<file path="config.mk">
export PLATFORM = sky130hd
export DESIGN_NAME = gpab_top
export DESIGN_NICKNAME = d
export VERILOG_FILES = /design/src/gpab_pkg.sv /design/src/gpab_top.sv
export VERILOG_INCLUDE_DIRS = /design/src
export SDC_FILE = /design/constraint.sdc
export NUM_CORES = 1
export LEC_CHECK = 0
export BUFFER_PORTS_ARGS = -buffer_cell sky130_fd_sc_hd__buf_2
export CAP_MARGIN = 10
export CORE_MARGIN = 2
export CORE_UTILIZATION = 33
export CTS_CLUSTER_SIZE = 10
export DETAILED_ROUTE_END_ITERATION = 16
export GPL_ROUTABILITY_DRIVEN = 0
export GPL_TIMING_DRIVEN = 0
export PLACE_DENSITY = 0.59
export SLEW_MARGIN = 25
export SYNTH_ARGS = -nofsm -noshare
export SYNTH_HDL_FRONTEND = slang
export SYNTH_SLANG_ARGS = --single-unit
</file>
<file path="constraint.sdc">
create_clock -name sys_clk -period 2.5 [get_ports sys_clk]
set_input_delay 0.375 -clock sys_clk [delete_from_list [all_inputs] [get_ports sys_clk]]
set_output_delay 0.375 -clock sys_clk [all_outputs]
set_load 0.005 [all_outputs]
</file>
<file path="src/gpab_consts.svh">
// Constants for the two-port GPIO block: register byte offsets, reset values.
// Assumes inclusion by bare name from the package and the design file.
`ifndef GPAB_CONSTS_SVH
`define GPAB_CONSTS_SVH
`define GPAB_OFF_PA_DATA 8'h00
`define GPAB_OFF_PA_DIR 8'h04
`define GPAB_OFF_PA_LED 8'h08
`define GPAB_OFF_PB_DATA 8'h0c
`define GPAB_OFF_PB_DIR 8'h10
`define GPAB_DIR_RST 8'h00
`define GPAB_LED_RST 8'h00
`define GPAB_ADC_SEL_W 5
`define GPAB_ELS_OFF 2'h0
`endif

</file>
<file path="src/gpab_pkg.sv">
// Types shared by the two-port GPIO block.
// Assumes gpab_consts.svh is on the include path.
`include "gpab_consts.svh"
package gpab_pkg;
  // Per-pin drive bundle: output level, output enable
  typedef struct packed {
    logic [7:0] out;
    logic [7:0] oe;
  } gpab_pins_t;
  // Peripheral claims over port B
  typedef struct packed {
    logic i2c_module_enable;
    logic sda_low;
    logic scl_low;
    logic serial_iface_enable;
    logic txd_level;
    logic [3:0] tim_out;
    logic [3:0] tim_oe;
  } gpab_periph_t;
endpackage

</file>
<file path="src/gpab_top.sv">
// Two 8-bit GPIO ports with a classic Wishbone register slave.
// Assumes pins come from outside the clock domain; peripheral controls are synchronous.
//
// Decided for this implementation: register access over Wishbone.
`timescale 1ns/1ps
`include "gpab_consts.svh"
module gpab_top #(
  // Pins per port; the open-drain split of port B assumes eight
  parameter int PORT_W = 8,
  // Port A pins that the analog channel select can claim
  parameter int ANALOG_PINS = 8
) (
  // Clock, reset, enable
  input wire logic sys_clk,
  input wire logic nrst,
  input wire logic clk_en,
  // Wishbone slave
  input wire logic wb_cyc_i,
  input wire logic wb_stb_i,
  input wire logic wb_we_i,
  input wire logic [7:0] wb_adr_i,
  input wire logic [3:0] wb_sel_i,
  input wire logic [31:0] wb_dat_i,
  output logic [31:0] wb_dat_o,
  output logic wb_ack_o,
  // Port A pins
  input wire logic [7:0] pa_in,
  output logic [7:0] pa_out,
  output logic [7:0] pa_oe,
  output logic [7:0] pa_led_drive,
  output logic [7:0] pa_analog_en,
  // Port B pins
  input wire logic [7:0] pb_in,
  output logic [7:0] pb_out,
  output logic [7:0] pb_oe,
  // ADC channel select and peripheral controls
  input wire logic [4:0] analog_channel_select,
  input wire gpab_pkg::gpab_periph_t periph,
  input wire logic [7:0] timer_edge_level_select,
  // Synchronised pin levels delivered to peripherals
  output logic [7:0] pb_level
);
  // Register map, one byte each in the low lane of a 32-bit word:
  //   0x00 port A data, 0x04 port A direction, 0x08 port A LED drive,
  //   0x0c port B data, 0x10 port B direction; anything else reads zero.
  // Storage for the five registers
  logic [7:0] port_a_data_latch_r;
  logic [7:0] port_a_direction_r;
  logic [7:0] port_a_led_drive_enable_r;
  logic [7:0] port_b_data_latch_r;
  logic [7:0] port_b_direction_r;
  logic [7:0] pa_s1_r, pa_s2_r, pb_s1_r, pb_s2_r;
  logic [31:0] rdat_nxt;
  logic wr_go, rd_go;
  logic [7:0] a_analog;
  logic [3:0] tim_own;
  gpab_pkg::gpab_pins_t pb_drv;

  // Refuse sizes the pin logic cannot serve
  if (PORT_W != 8) begin : g_bad_width
    $error("gpab_top is written for eight-pin ports");
  end
  if (ANALOG_PINS < 1 || ANALOG_PINS > PORT_W ||
      ANALOG_PINS > (1 << `GPAB_ADC_SEL_W)) begin : g_bad_analog
    $error("analog pin count out of range");
  end

  assign wr_go = wb_cyc_i && wb_stb_i && wb_we_i && wb_sel_i[0] && !wb_ack_o && clk_en;
  assign rd_go = wb_cyc_i && wb_stb_i && !wb_ack_o && clk_en;

  // Two-flop synchronisers; first stage feeds only the second
  always_ff @(posedge sys_clk) begin
    if (!nrst) begin
      pa_s1_r <= 8'h00;
      pa_s2_r <= 8'h00;
      pb_s1_r <= 8'h00;
      pb_s2_r <= 8'h00;
    end else if (clk_en) begin
      pa_s1_r <= pa_in;
      pa_s2_r <= pa_s1_r;
      pb_s1_r <= pb_in;
      pb_s2_r <= pb_s1_r;
    end
  end
  assign pb_level = pb_s2_r;

  // Data latches have no reset so software contents survive reset
  always_ff @(posedge sys_clk) begin
    if (wr_go && wb_adr_i == `GPAB_OFF_PA_DATA) begin
      port_a_data_latch_r <= wb_dat_i[7:0];
    end
    if (wr_go && wb_adr_i == `GPAB_OFF_PB_DATA) begin
      port_b_data_latch_r <= wb_dat_i[7:0];
    end
  end

  // Direction and LED control registers
  always_ff @(posedge sys_clk) begin
    if (!nrst) begin
      port_a_direction_r <= `GPAB_DIR_RST;
      port_b_direction_r <= `GPAB_DIR_RST;
      port_a_led_drive_enable_r <= `GPAB_LED_RST;
    end else if (wr_go) begin
      case (wb_adr_i)
        `GPAB_OFF_PA_DIR: port_a_direction_r <= wb_dat_i[7:0];
        `GPAB_OFF_PB_DIR: port_b_direction_r <= wb_dat_i[7:0];
        `GPAB_OFF_PA_LED: port_a_led_drive_enable_r <= wb_dat_i[7:0];
        default: ;
      endcase
    end
  end

  // Read mux: output pins show the latch, inputs the synchronised pin
  always_comb begin
    rdat_nxt = 32'h0000_0000;
    case (wb_adr_i)
      `GPAB_OFF_PA_DATA: rdat_nxt[7:0] = (port_a_data_latch_r & port_a_direction_r)
        | (pa_s2_r & ~port_a_direction_r);
      `GPAB_OFF_PB_DATA: rdat_nxt[7:0] = (port_b_data_latch_r & port_b_direction_r)
        | (pb_s2_r & ~port_b_direction_r);
      `GPAB_OFF_PA_DIR: rdat_nxt[7:0] = port_a_direction_r;
      `GPAB_OFF_PB_DIR: rdat_nxt[7:0] = port_b_direction_r;
      `GPAB_OFF_PA_LED: rdat_nxt[7:0] = port_a_led_drive_enable_r;
      default: rdat_nxt = 32'h0000_0000; // Unmapped reads as zero, still acked
    endcase
  end

  // One-wait-state ack; dropped at the next clock-enabled edge after it is given
  always_ff @(posedge sys_clk) begin
    if (!nrst) begin
      wb_ack_o <= 1'b0;
      wb_dat_o <= 32'h0000_0000;
    end else if (clk_en) begin
      wb_ack_o <= rd_go;
      if (rd_go) begin
        wb_dat_o <= rdat_nxt;
      end
    end
  end

  // Analog channel decode; selects at or above ANALOG_PINS claim no port A pin
  always_comb begin
    a_analog = 8'h00;
    // Codes past the last analog pin address channels inside the converter
    if (analog_channel_select < 5'(ANALOG_PINS)) begin
      a_analog[analog_channel_select[2:0]] = 1'b1;
    end
  end
  assign pa_analog_en = a_analog;
  assign pa_out = port_a_data_latch_r;
  assign pa_oe = port_a_direction_r & ~a_analog;
  // LED drive only meaningful on digital outputs
  assign pa_led_drive = port_a_led_drive_enable_r & port_a_direction_r & ~a_analog;

  // Timer owns pin when its edge/level select pair is non-zero
  genvar gi;
  generate
    for (gi = 0; gi < 4; gi++) begin : g_tim
      assign tim_own[gi] = timer_edge_level_select[2*gi+1 -: 2] != `GPAB_ELS_OFF;
    end
  endgenerate

  // Port B drive mux; peripherals override, stored registers reapply on release
  always_comb begin
    pb_drv.out = 8'h00;
    pb_drv.oe = 8'h00;
    // Pins 0..3 open drain: enable only when pulling low
    for (int i = 0; i < 4; i++) begin
      pb_drv.oe[i] = port_b_direction_r[i] & ~port_b_data_latch_r[i];
    end
    if (periph.i2c_module_enable) begin
      pb_drv.oe[0] = periph.sda_low;
      pb_drv.oe[1] = periph.scl_low;
    end
    if (periph.serial_iface_enable) begin
      pb_drv.oe[2] = ~periph.txd_level;
      pb_drv.oe[3] = 1'b0; // Receive pin is input only
    end
    for (int i = 4; i < 8; i++) begin
      pb_drv.out[i] = tim_own[i-4] ? periph.tim_out[i-4] : port_b_data_latch_r[i];
      pb_drv.oe[i] = tim_own[i-4] ? periph.tim_oe[i-4] : port_b_direction_r[i];
    end
  end
  assign pb_out = pb_drv.out;
  assign pb_oe = pb_drv.oe;

  // Checks
  property p_dir_reset;
    @(posedge sys_clk) !nrst |=> (port_a_direction_r == 8'h00 && port_b_direction_r == 8'h00);
  endproperty
  a_dir_reset: assert property (p_dir_reset) else $error("direction not cleared");
  property p_od_low;
    @(posedge sys_clk) disable iff (!nrst) pb_oe[0] |-> pb_out[0] == 1'b0;
  endproperty
  a_od_low: assert property (p_od_low) else $error("open drain drove high");
  property p_analog_off;
    @(posedge sys_clk) disable iff (!nrst)
      analog_channel_select < 5'd8 |-> pa_oe[analog_channel_select[2:0]] == 1'b0;
  endproperty
  a_analog_off: assert property (p_analog_off) else $error("analog pin driven");
  property p_pa_oe;
    @(posedge sys_clk) disable iff (!nrst) analog_channel_select >= 5'd8 |-> pa_oe == port_a_direction_r;
  endproperty
  a_pa_oe: assert property (p_pa_oe) else $error("port A oe wrong");
  property p_dir_wr;
    @(posedge sys_clk) disable iff (!nrst)
      wr_go && wb_adr_i == `GPAB_OFF_PB_DIR |=> port_b_direction_r == $past(wb_dat_i[7:0]);
  endproperty
  a_dir_wr: assert property (p_dir_wr) else $error("port B direction write lost");
  property p_lat_wr;
    @(posedge sys_clk) disable iff (!nrst)
      wr_go && wb_adr_i == `GPAB_OFF_PA_DATA |=> port_a_data_latch_r == $past(wb_dat_i[7:0]);
  endproperty
  a_lat_wr: assert property (p_lat_wr) else $error("port A latch write lost");
  property p_rd_pa;
    @(posedge sys_clk) disable iff (!nrst)
      rd_go && wb_adr_i == `GPAB_OFF_PA_DATA |=>
      wb_dat_o[7:0] == (($past(port_a_data_latch_r) & $past(port_a_direction_r))
        | ($past(pa_s2_r) & ~$past(port_a_direction_r)));
  endproperty
  a_rd_pa: assert property (p_rd_pa) else $error("port A read wrong");
  property p_rd_pb;
    @(posedge sys_clk) disable iff (!nrst)
      rd_go && wb_adr_i == `GPAB_OFF_PB_DATA && port_b_direction_r == 8'h00 |=>
      wb_dat_o[7:0] == $past(pb_s2_r);
  endproperty
  a_rd_pb: assert property (p_rd_pb) else $error("port B read wrong");
  property p_i2c;
    @(posedge sys_clk) disable iff (!nrst) periph.i2c_module_enable |-> pb_oe[1] == periph.scl_low;
  endproperty
  a_i2c: assert property (p_i2c) else $error("I2C clock not routed");
  property p_led;
    @(posedge sys_clk) disable iff (!nrst) pa_led_drive[0] |-> port_a_direction_r[0];
  endproperty
  a_led: assert property (p_led) else $error("LED drive on input");
  property p_ack_pulse;
    @(posedge sys_clk) disable iff (!nrst) wb_ack_o && clk_en |=> !wb_ack_o;
  endproperty
  a_ack_pulse: assert property (p_ack_pulse) else $error("ack held two cycles");

  // Register writes land at the edge that takes them
  property p_dir_a_wr;
    @(posedge sys_clk) disable iff (!nrst)
      wr_go && wb_adr_i == `GPAB_OFF_PA_DIR |=> port_a_direction_r == $past(wb_dat_i[7:0]);
  endproperty
  a_dir_a_wr: assert property (p_dir_a_wr) else $error("port A direction write lost");

  property p_led_wr;
    @(posedge sys_clk) disable iff (!nrst)
      wr_go && wb_adr_i == `GPAB_OFF_PA_LED |=>
      port_a_led_drive_enable_r == $past(wb_dat_i[7:0]);
  endproperty
  a_led_wr: assert property (p_led_wr) else $error("LED enable write lost");

  property p_pb_lat_wr;
    @(posedge sys_clk) disable iff (!nrst)
      wr_go && wb_adr_i == `GPAB_OFF_PB_DATA |=>
      port_b_data_latch_r == $past(wb_dat_i[7:0]);
  endproperty
  a_pb_lat_wr: assert property (p_pb_lat_wr) else $error("port B latch write lost");

  // Read data and handshake
  property p_rd_pb_all;
    @(posedge sys_clk) disable iff (!nrst)
      rd_go && wb_adr_i == `GPAB_OFF_PB_DATA |=>
      wb_dat_o[7:0] == (($past(port_b_data_latch_r) & $past(port_b_direction_r))
        | ($past(pb_s2_r) & ~$past(port_b_direction_r)));
  endproperty
  a_rd_pb_all: assert property (p_rd_pb_all) else $error("port B mixed read wrong");

  property p_dat_hi;
    @(posedge sys_clk) disable iff (!nrst) wb_ack_o |-> wb_dat_o[31:8] == 24'h000000;
  endproperty
  a_dat_hi: assert property (p_dat_hi) else $error("upper read lanes not zero");

  property p_ack_follow;
    @(posedge sys_clk) disable iff (!nrst) rd_go |=> wb_ack_o;
  endproperty
  a_ack_follow: assert property (p_ack_follow) else $error("request not acked");

  // A low enable must freeze state, or a stalled bus would see registers move
  property p_freeze;
    @(posedge sys_clk) disable iff (!nrst)
      !clk_en |=> $stable(port_a_direction_r) && $stable(port_b_direction_r) && $stable(wb_ack_o);
  endproperty
  a_freeze: assert property (p_freeze) else $error("state moved while frozen");

  // Port B routing: open drain low half, peripherals override the port
  property p_pb_oe_hi;
    @(posedge sys_clk) disable iff (!nrst) tim_own == 4'h0 |-> pb_oe[7:4] == port_b_direction_r[7:4];
  endproperty
  a_pb_oe_hi: assert property (p_pb_oe_hi) else $error("port B high enables wrong");

  property p_od_gpio;
    @(posedge sys_clk) disable iff (!nrst)
      !periph.i2c_module_enable && !periph.serial_iface_enable |->
      pb_oe[3:0] == (port_b_direction_r[3:0] & ~port_b_data_latch_r[3:0]);
  endproperty
  a_od_gpio: assert property (p_od_gpio) else $error("open drain enable wrong");

  property p_od_zero;
    @(posedge sys_clk) disable iff (!nrst) pb_out[3:0] == 4'h0;
  endproperty
  a_od_zero: assert property (p_od_zero) else $error("open drain level high");

  property p_i2c_sda;
    @(posedge sys_clk) disable iff (!nrst) periph.i2c_module_enable |-> pb_oe[0] == periph.sda_low;
  endproperty
  a_i2c_sda: assert property (p_i2c_sda) else $error("I2C data not routed");

  property p_sci_tx;
    @(posedge sys_clk) disable iff (!nrst) periph.serial_iface_enable |-> pb_oe[2] == !periph.txd_level;
  endproperty
  a_sci_tx: assert property (p_sci_tx) else $error("serial transmit not routed");

  property p_sci_rx;
    @(posedge sys_clk) disable iff (!nrst) periph.serial_iface_enable |-> !pb_oe[3];
  endproperty
  a_sci_rx: assert property (p_sci_rx) else $error("serial receive pin driven");

  property p_tim4;
    @(posedge sys_clk) disable iff (!nrst)
      tim_own[0] |-> pb_oe[4] == periph.tim_oe[0] && pb_out[4] == periph.tim_out[0];
  endproperty
  a_tim4: assert property (p_tim4) else $error("timer pin 4 not routed");

  property p_tim7;
    @(posedge sys_clk) disable iff (!nrst)
      tim_own[3] |-> pb_oe[7] == periph.tim_oe[3] && pb_out[7] == periph.tim_out[3];
  endproperty
  a_tim7: assert property (p_tim7) else $error("timer pin 7 not routed");

  property p_tim_free;
    @(posedge sys_clk) disable iff (!nrst) !tim_own[1] |-> pb_oe[5] == port_b_direction_r[5];
  endproperty
  a_tim_free: assert property (p_tim_free) else $error("released pin lost direction");

  // Port A analog claim
  property p_analog_one;
    @(posedge sys_clk) disable iff (!nrst) $onehot0(pa_analog_en);
  endproperty
  a_analog_one: assert property (p_analog_one) else $error("more than one analog pin");

  property p_led_analog;
    @(posedge sys_clk) disable iff (!nrst) (pa_led_drive & pa_analog_en) == 8'h00;
  endproperty
  a_led_analog: assert property (p_led_analog) else $error("LED drive on analog pin");

  c_write: cover property (@(posedge sys_clk) disable iff (!nrst) wr_go);
  c_read: cover property (@(posedge sys_clk) disable iff (!nrst) wb_ack_o && !wb_we_i);
  c_sci: cover property (@(posedge sys_clk) disable iff (!nrst) periph.serial_iface_enable);
  c_tim: cover property (@(posedge sys_clk) disable iff (!nrst) tim_own != 4'h0);
  c_analog: cover property (@(posedge sys_clk) disable iff (!nrst) pa_analog_en != 8'h00);
endmodule // gpab_top

</file>
==> results.txt <==
Avg Cell Area, Syn - 9.96 µm²
max-slew violations - 0
Worst EP arrival - 2.34 ns
post-CTS sizing - 0
clk sinks - 81
cells along the critical path - buf_2 -> or4_4 -> buf_6 -> or4_4 -> nor2_1
total power - 0.00303 W
period utilisation layout - 95.4%
Final Critical Period - 2.38 ns
Clock Path Buffers - 2
cell taking the most area after synthesis - dfxtp_1
final net count - 645
endpoints failing setup - 0
drt first-iter violations - 91
CTS tree - built
initial antenna violation count - 0
CTS Buf Count - 9
Slew @ Worst Pin - 1.02 ns
via count - 3,262
peak supply drop - 382 µV
CTS root buf - clkbuf_16
Hold Buf Count CTS - 0
max-cap violations - 0
status - finished, final reports clean
DP HPWL - 8.26 mm
launch point of the worst reg-to-reg path - wb_ack_o
Avg WL per Cell - 14.6 µm
fill cell count - 1,125
Placed Instances - 685
Synth Register Bits - 81
CP Max Fanout - 10
Yosys warning count - 0
Post-CTS Setup Inserts - 0
sequential fraction of the synthesis area - 45.7%
I/O pins - 181
n_diodes - 0
die height - 113 µm
vias in the first global route - 3,098
Initial Utilization - 34.0%
detailed-route vias per instance - 4.65
Post-Route WL - 10.2 mm
crit-path most repeated cell - or4_4
leading cell type in the layout, fill and taps excluded - buf_2
Finished Layout Cells - 701
Rel. slew slack - 32.1%
largest net degree at the start of global routing - 15
RSZ-0062 raised after global routing - no
die area - 12,700 µm²
max frequency - 0.419 GHz
row cnt - 39
share of the synthesized area in the top cell type - 33.3%
CP max stage cell - nor2_1
Post-Syn Instances - 392
dpl cell area - 4800 µm²
synth top area cells - dfxtp_1 (33%), mux2i_1 (19%), edfxtp_1 (12%)
critical path startpoint category - input pin
Hold Path Class - input pin to flop
CP Capture Type - flop
clock skew - 0.00426 ns
global-route wire length before repair - 15.8 mm
clk_lat worst skew - 0.33 ns
Worst Path Required - 2.46 ns
All-Layer GR Usage - 15.9%
ratio of cells with drive above 1 in the final layout - 33.7%
Critical Path Source - wb_adr_i[5]
Leak - 2.53 nW
Pwr Density - 592 nW/µm²
Max stage delay on crit path - 0.64 ns
most frequent cells in the layout - buf_2 (124), mux2i_1 (73), dfxtp_1 (65)
TNS Setup - 0 ns
core box area - 11,500 µm²
DRC - 0
Final Cell Area - 5120 µm²
First-pass DRT Iterations - 5
GRT overflow - 0
clock-pin slew on the worst setup and hold paths - 0.06 ns
Unique masters post-synth - 38
die width - 113 µm
Syn-to-layout area delta - 31.1%
ANT nets after route - 0
Fin. Hold Viols - 0
PortBufs - 123
H-Tree Depth - 3
CP Class - input pin to flop
fin util - 44.6%
Post-Syn Area - 3900 µm²
hold path start - pb_in[2]
cells in the mapped netlist:
master     instances
and2_0             1
nor3_1             1
o21ai_0            2
nor3b_1            2
nor3_2             1
or4_4              2
a21oi_1            1
nor4_1             1
and3_1             6
nor4_4             2
o21ai_1            8
nand2_1           44
a22o_1             8
nor2b_1            6
clkbuf_1           8
nand2_4            2
nor2_1            57
nor4b_2            1
inv_1              6
conb_1             1
inv_2              1
buf_4             29
edfxtp_1          16
buf_2              1
nand2b_1           4
or2_2              1
a22oi_1            8
and3b_1            1
nand4b_4           1
mux2_2             8
and4bb_1           1
dfxtp_1           65
buf_1              5
or3_1              1
buf_6              1
and2_1             8
mux2i_1           73
o2bb2ai_1          8
worst paths after layout:
path	slack [ns]	end	depth (start not counted)
worst min register to register	0.49	port_a_led_drive_enable_r[4]	2
worst min-delay path	0.27	pb_s1_r[2]	3
worst max-delay path	0.12	port_b_data_latch_r[7]	5
worst max register to register	0.30	port_b_data_latch_r[7]	3
critical path, delay by kind of cell:
kind,cells,cell delay (ns)
buf+inv,2,0.28
simple gates,3,1.69
cell type report:
class | count | area [µm²] | share of cell area [%]
clock inverters | 7 | 93.8 | 1.83
repair buffers | 123 | 616 | 12.0
inverters | 7 | 26.3 | 0.513
flip-flops and latches | 81 | 1780 | 34.8
clock buffers | 9 | 225 | 4.40
plain buffers | 44 | 283 | 5.53
multi-input cells | 287 | 1910 | 37.4
well taps | 143 | 179 | 3.50
registers in the layout, summed over array words and instances (netlist names):
| register | count |
|---|---|
| pa_out | 8 |
| pa_s1_r | 8 |
| pa_s2_r | 8 |
| pb_level | 8 |
| pb_s1_r | 8 |
| port_a_direction_r | 8 |
| port_a_led_drive_enable_r | 8 |
| port_b_data_latch_r | 8 |
| port_b_direction_r | 8 |
| wb_ack_o | 1 |
| wb_dat_o | 8 |
report_power, final:
| part | internal (W) | switching (W) | total (W) |
|---|---|---|---|
| sequential | 0.00136 | 0.0000171 | 0.00137 |
| clock | 0.000874 | 0.000517 | 0.00139 |
| combinational | 0.000131 | 0.000137 | 0.000268 |
cell families after synthesis:
logic type | after synthesis | synth area share, %
simple gates | 143 | 18.8
mux | 81 | 21.0
flops | 81 | 45.7
buf+inv | 51 | 7.92
compound gates | 35 | 6.54
other cells | 1 | 0.0961
through the flow:
| step | setup WS (ns) | hold WS [ns] |
|---|---|---|
| 3_3_place_gp | -0.243 | 0.460 |
| 2_1_floorplan | 0.169 | 0.446 |
| 6_report | 0.116 | 0.274 |
| 4_1_cts | 0.0835 | 0.266 |
| 5_1_grt | 0.0494 | 0.277 |
| 3_5_place_dp | -0.247 | 0.480 |
metal layers:
metal / routed length (µm) / share of wire (%) / GRT usage [%] / vias to the layer above
li1: - / - / - / 1628
met1: 4580 / 45 / 20.6 / 1467
met2: 4590 / 45 / 25.1 / 151
met3: 755 / 7.4 / 4.39 / 16
met4: 287 / 2.8 / 6.99 / 0
met5: 0 / 0 / 0 / -
Power figures use the tool's default switching activity.
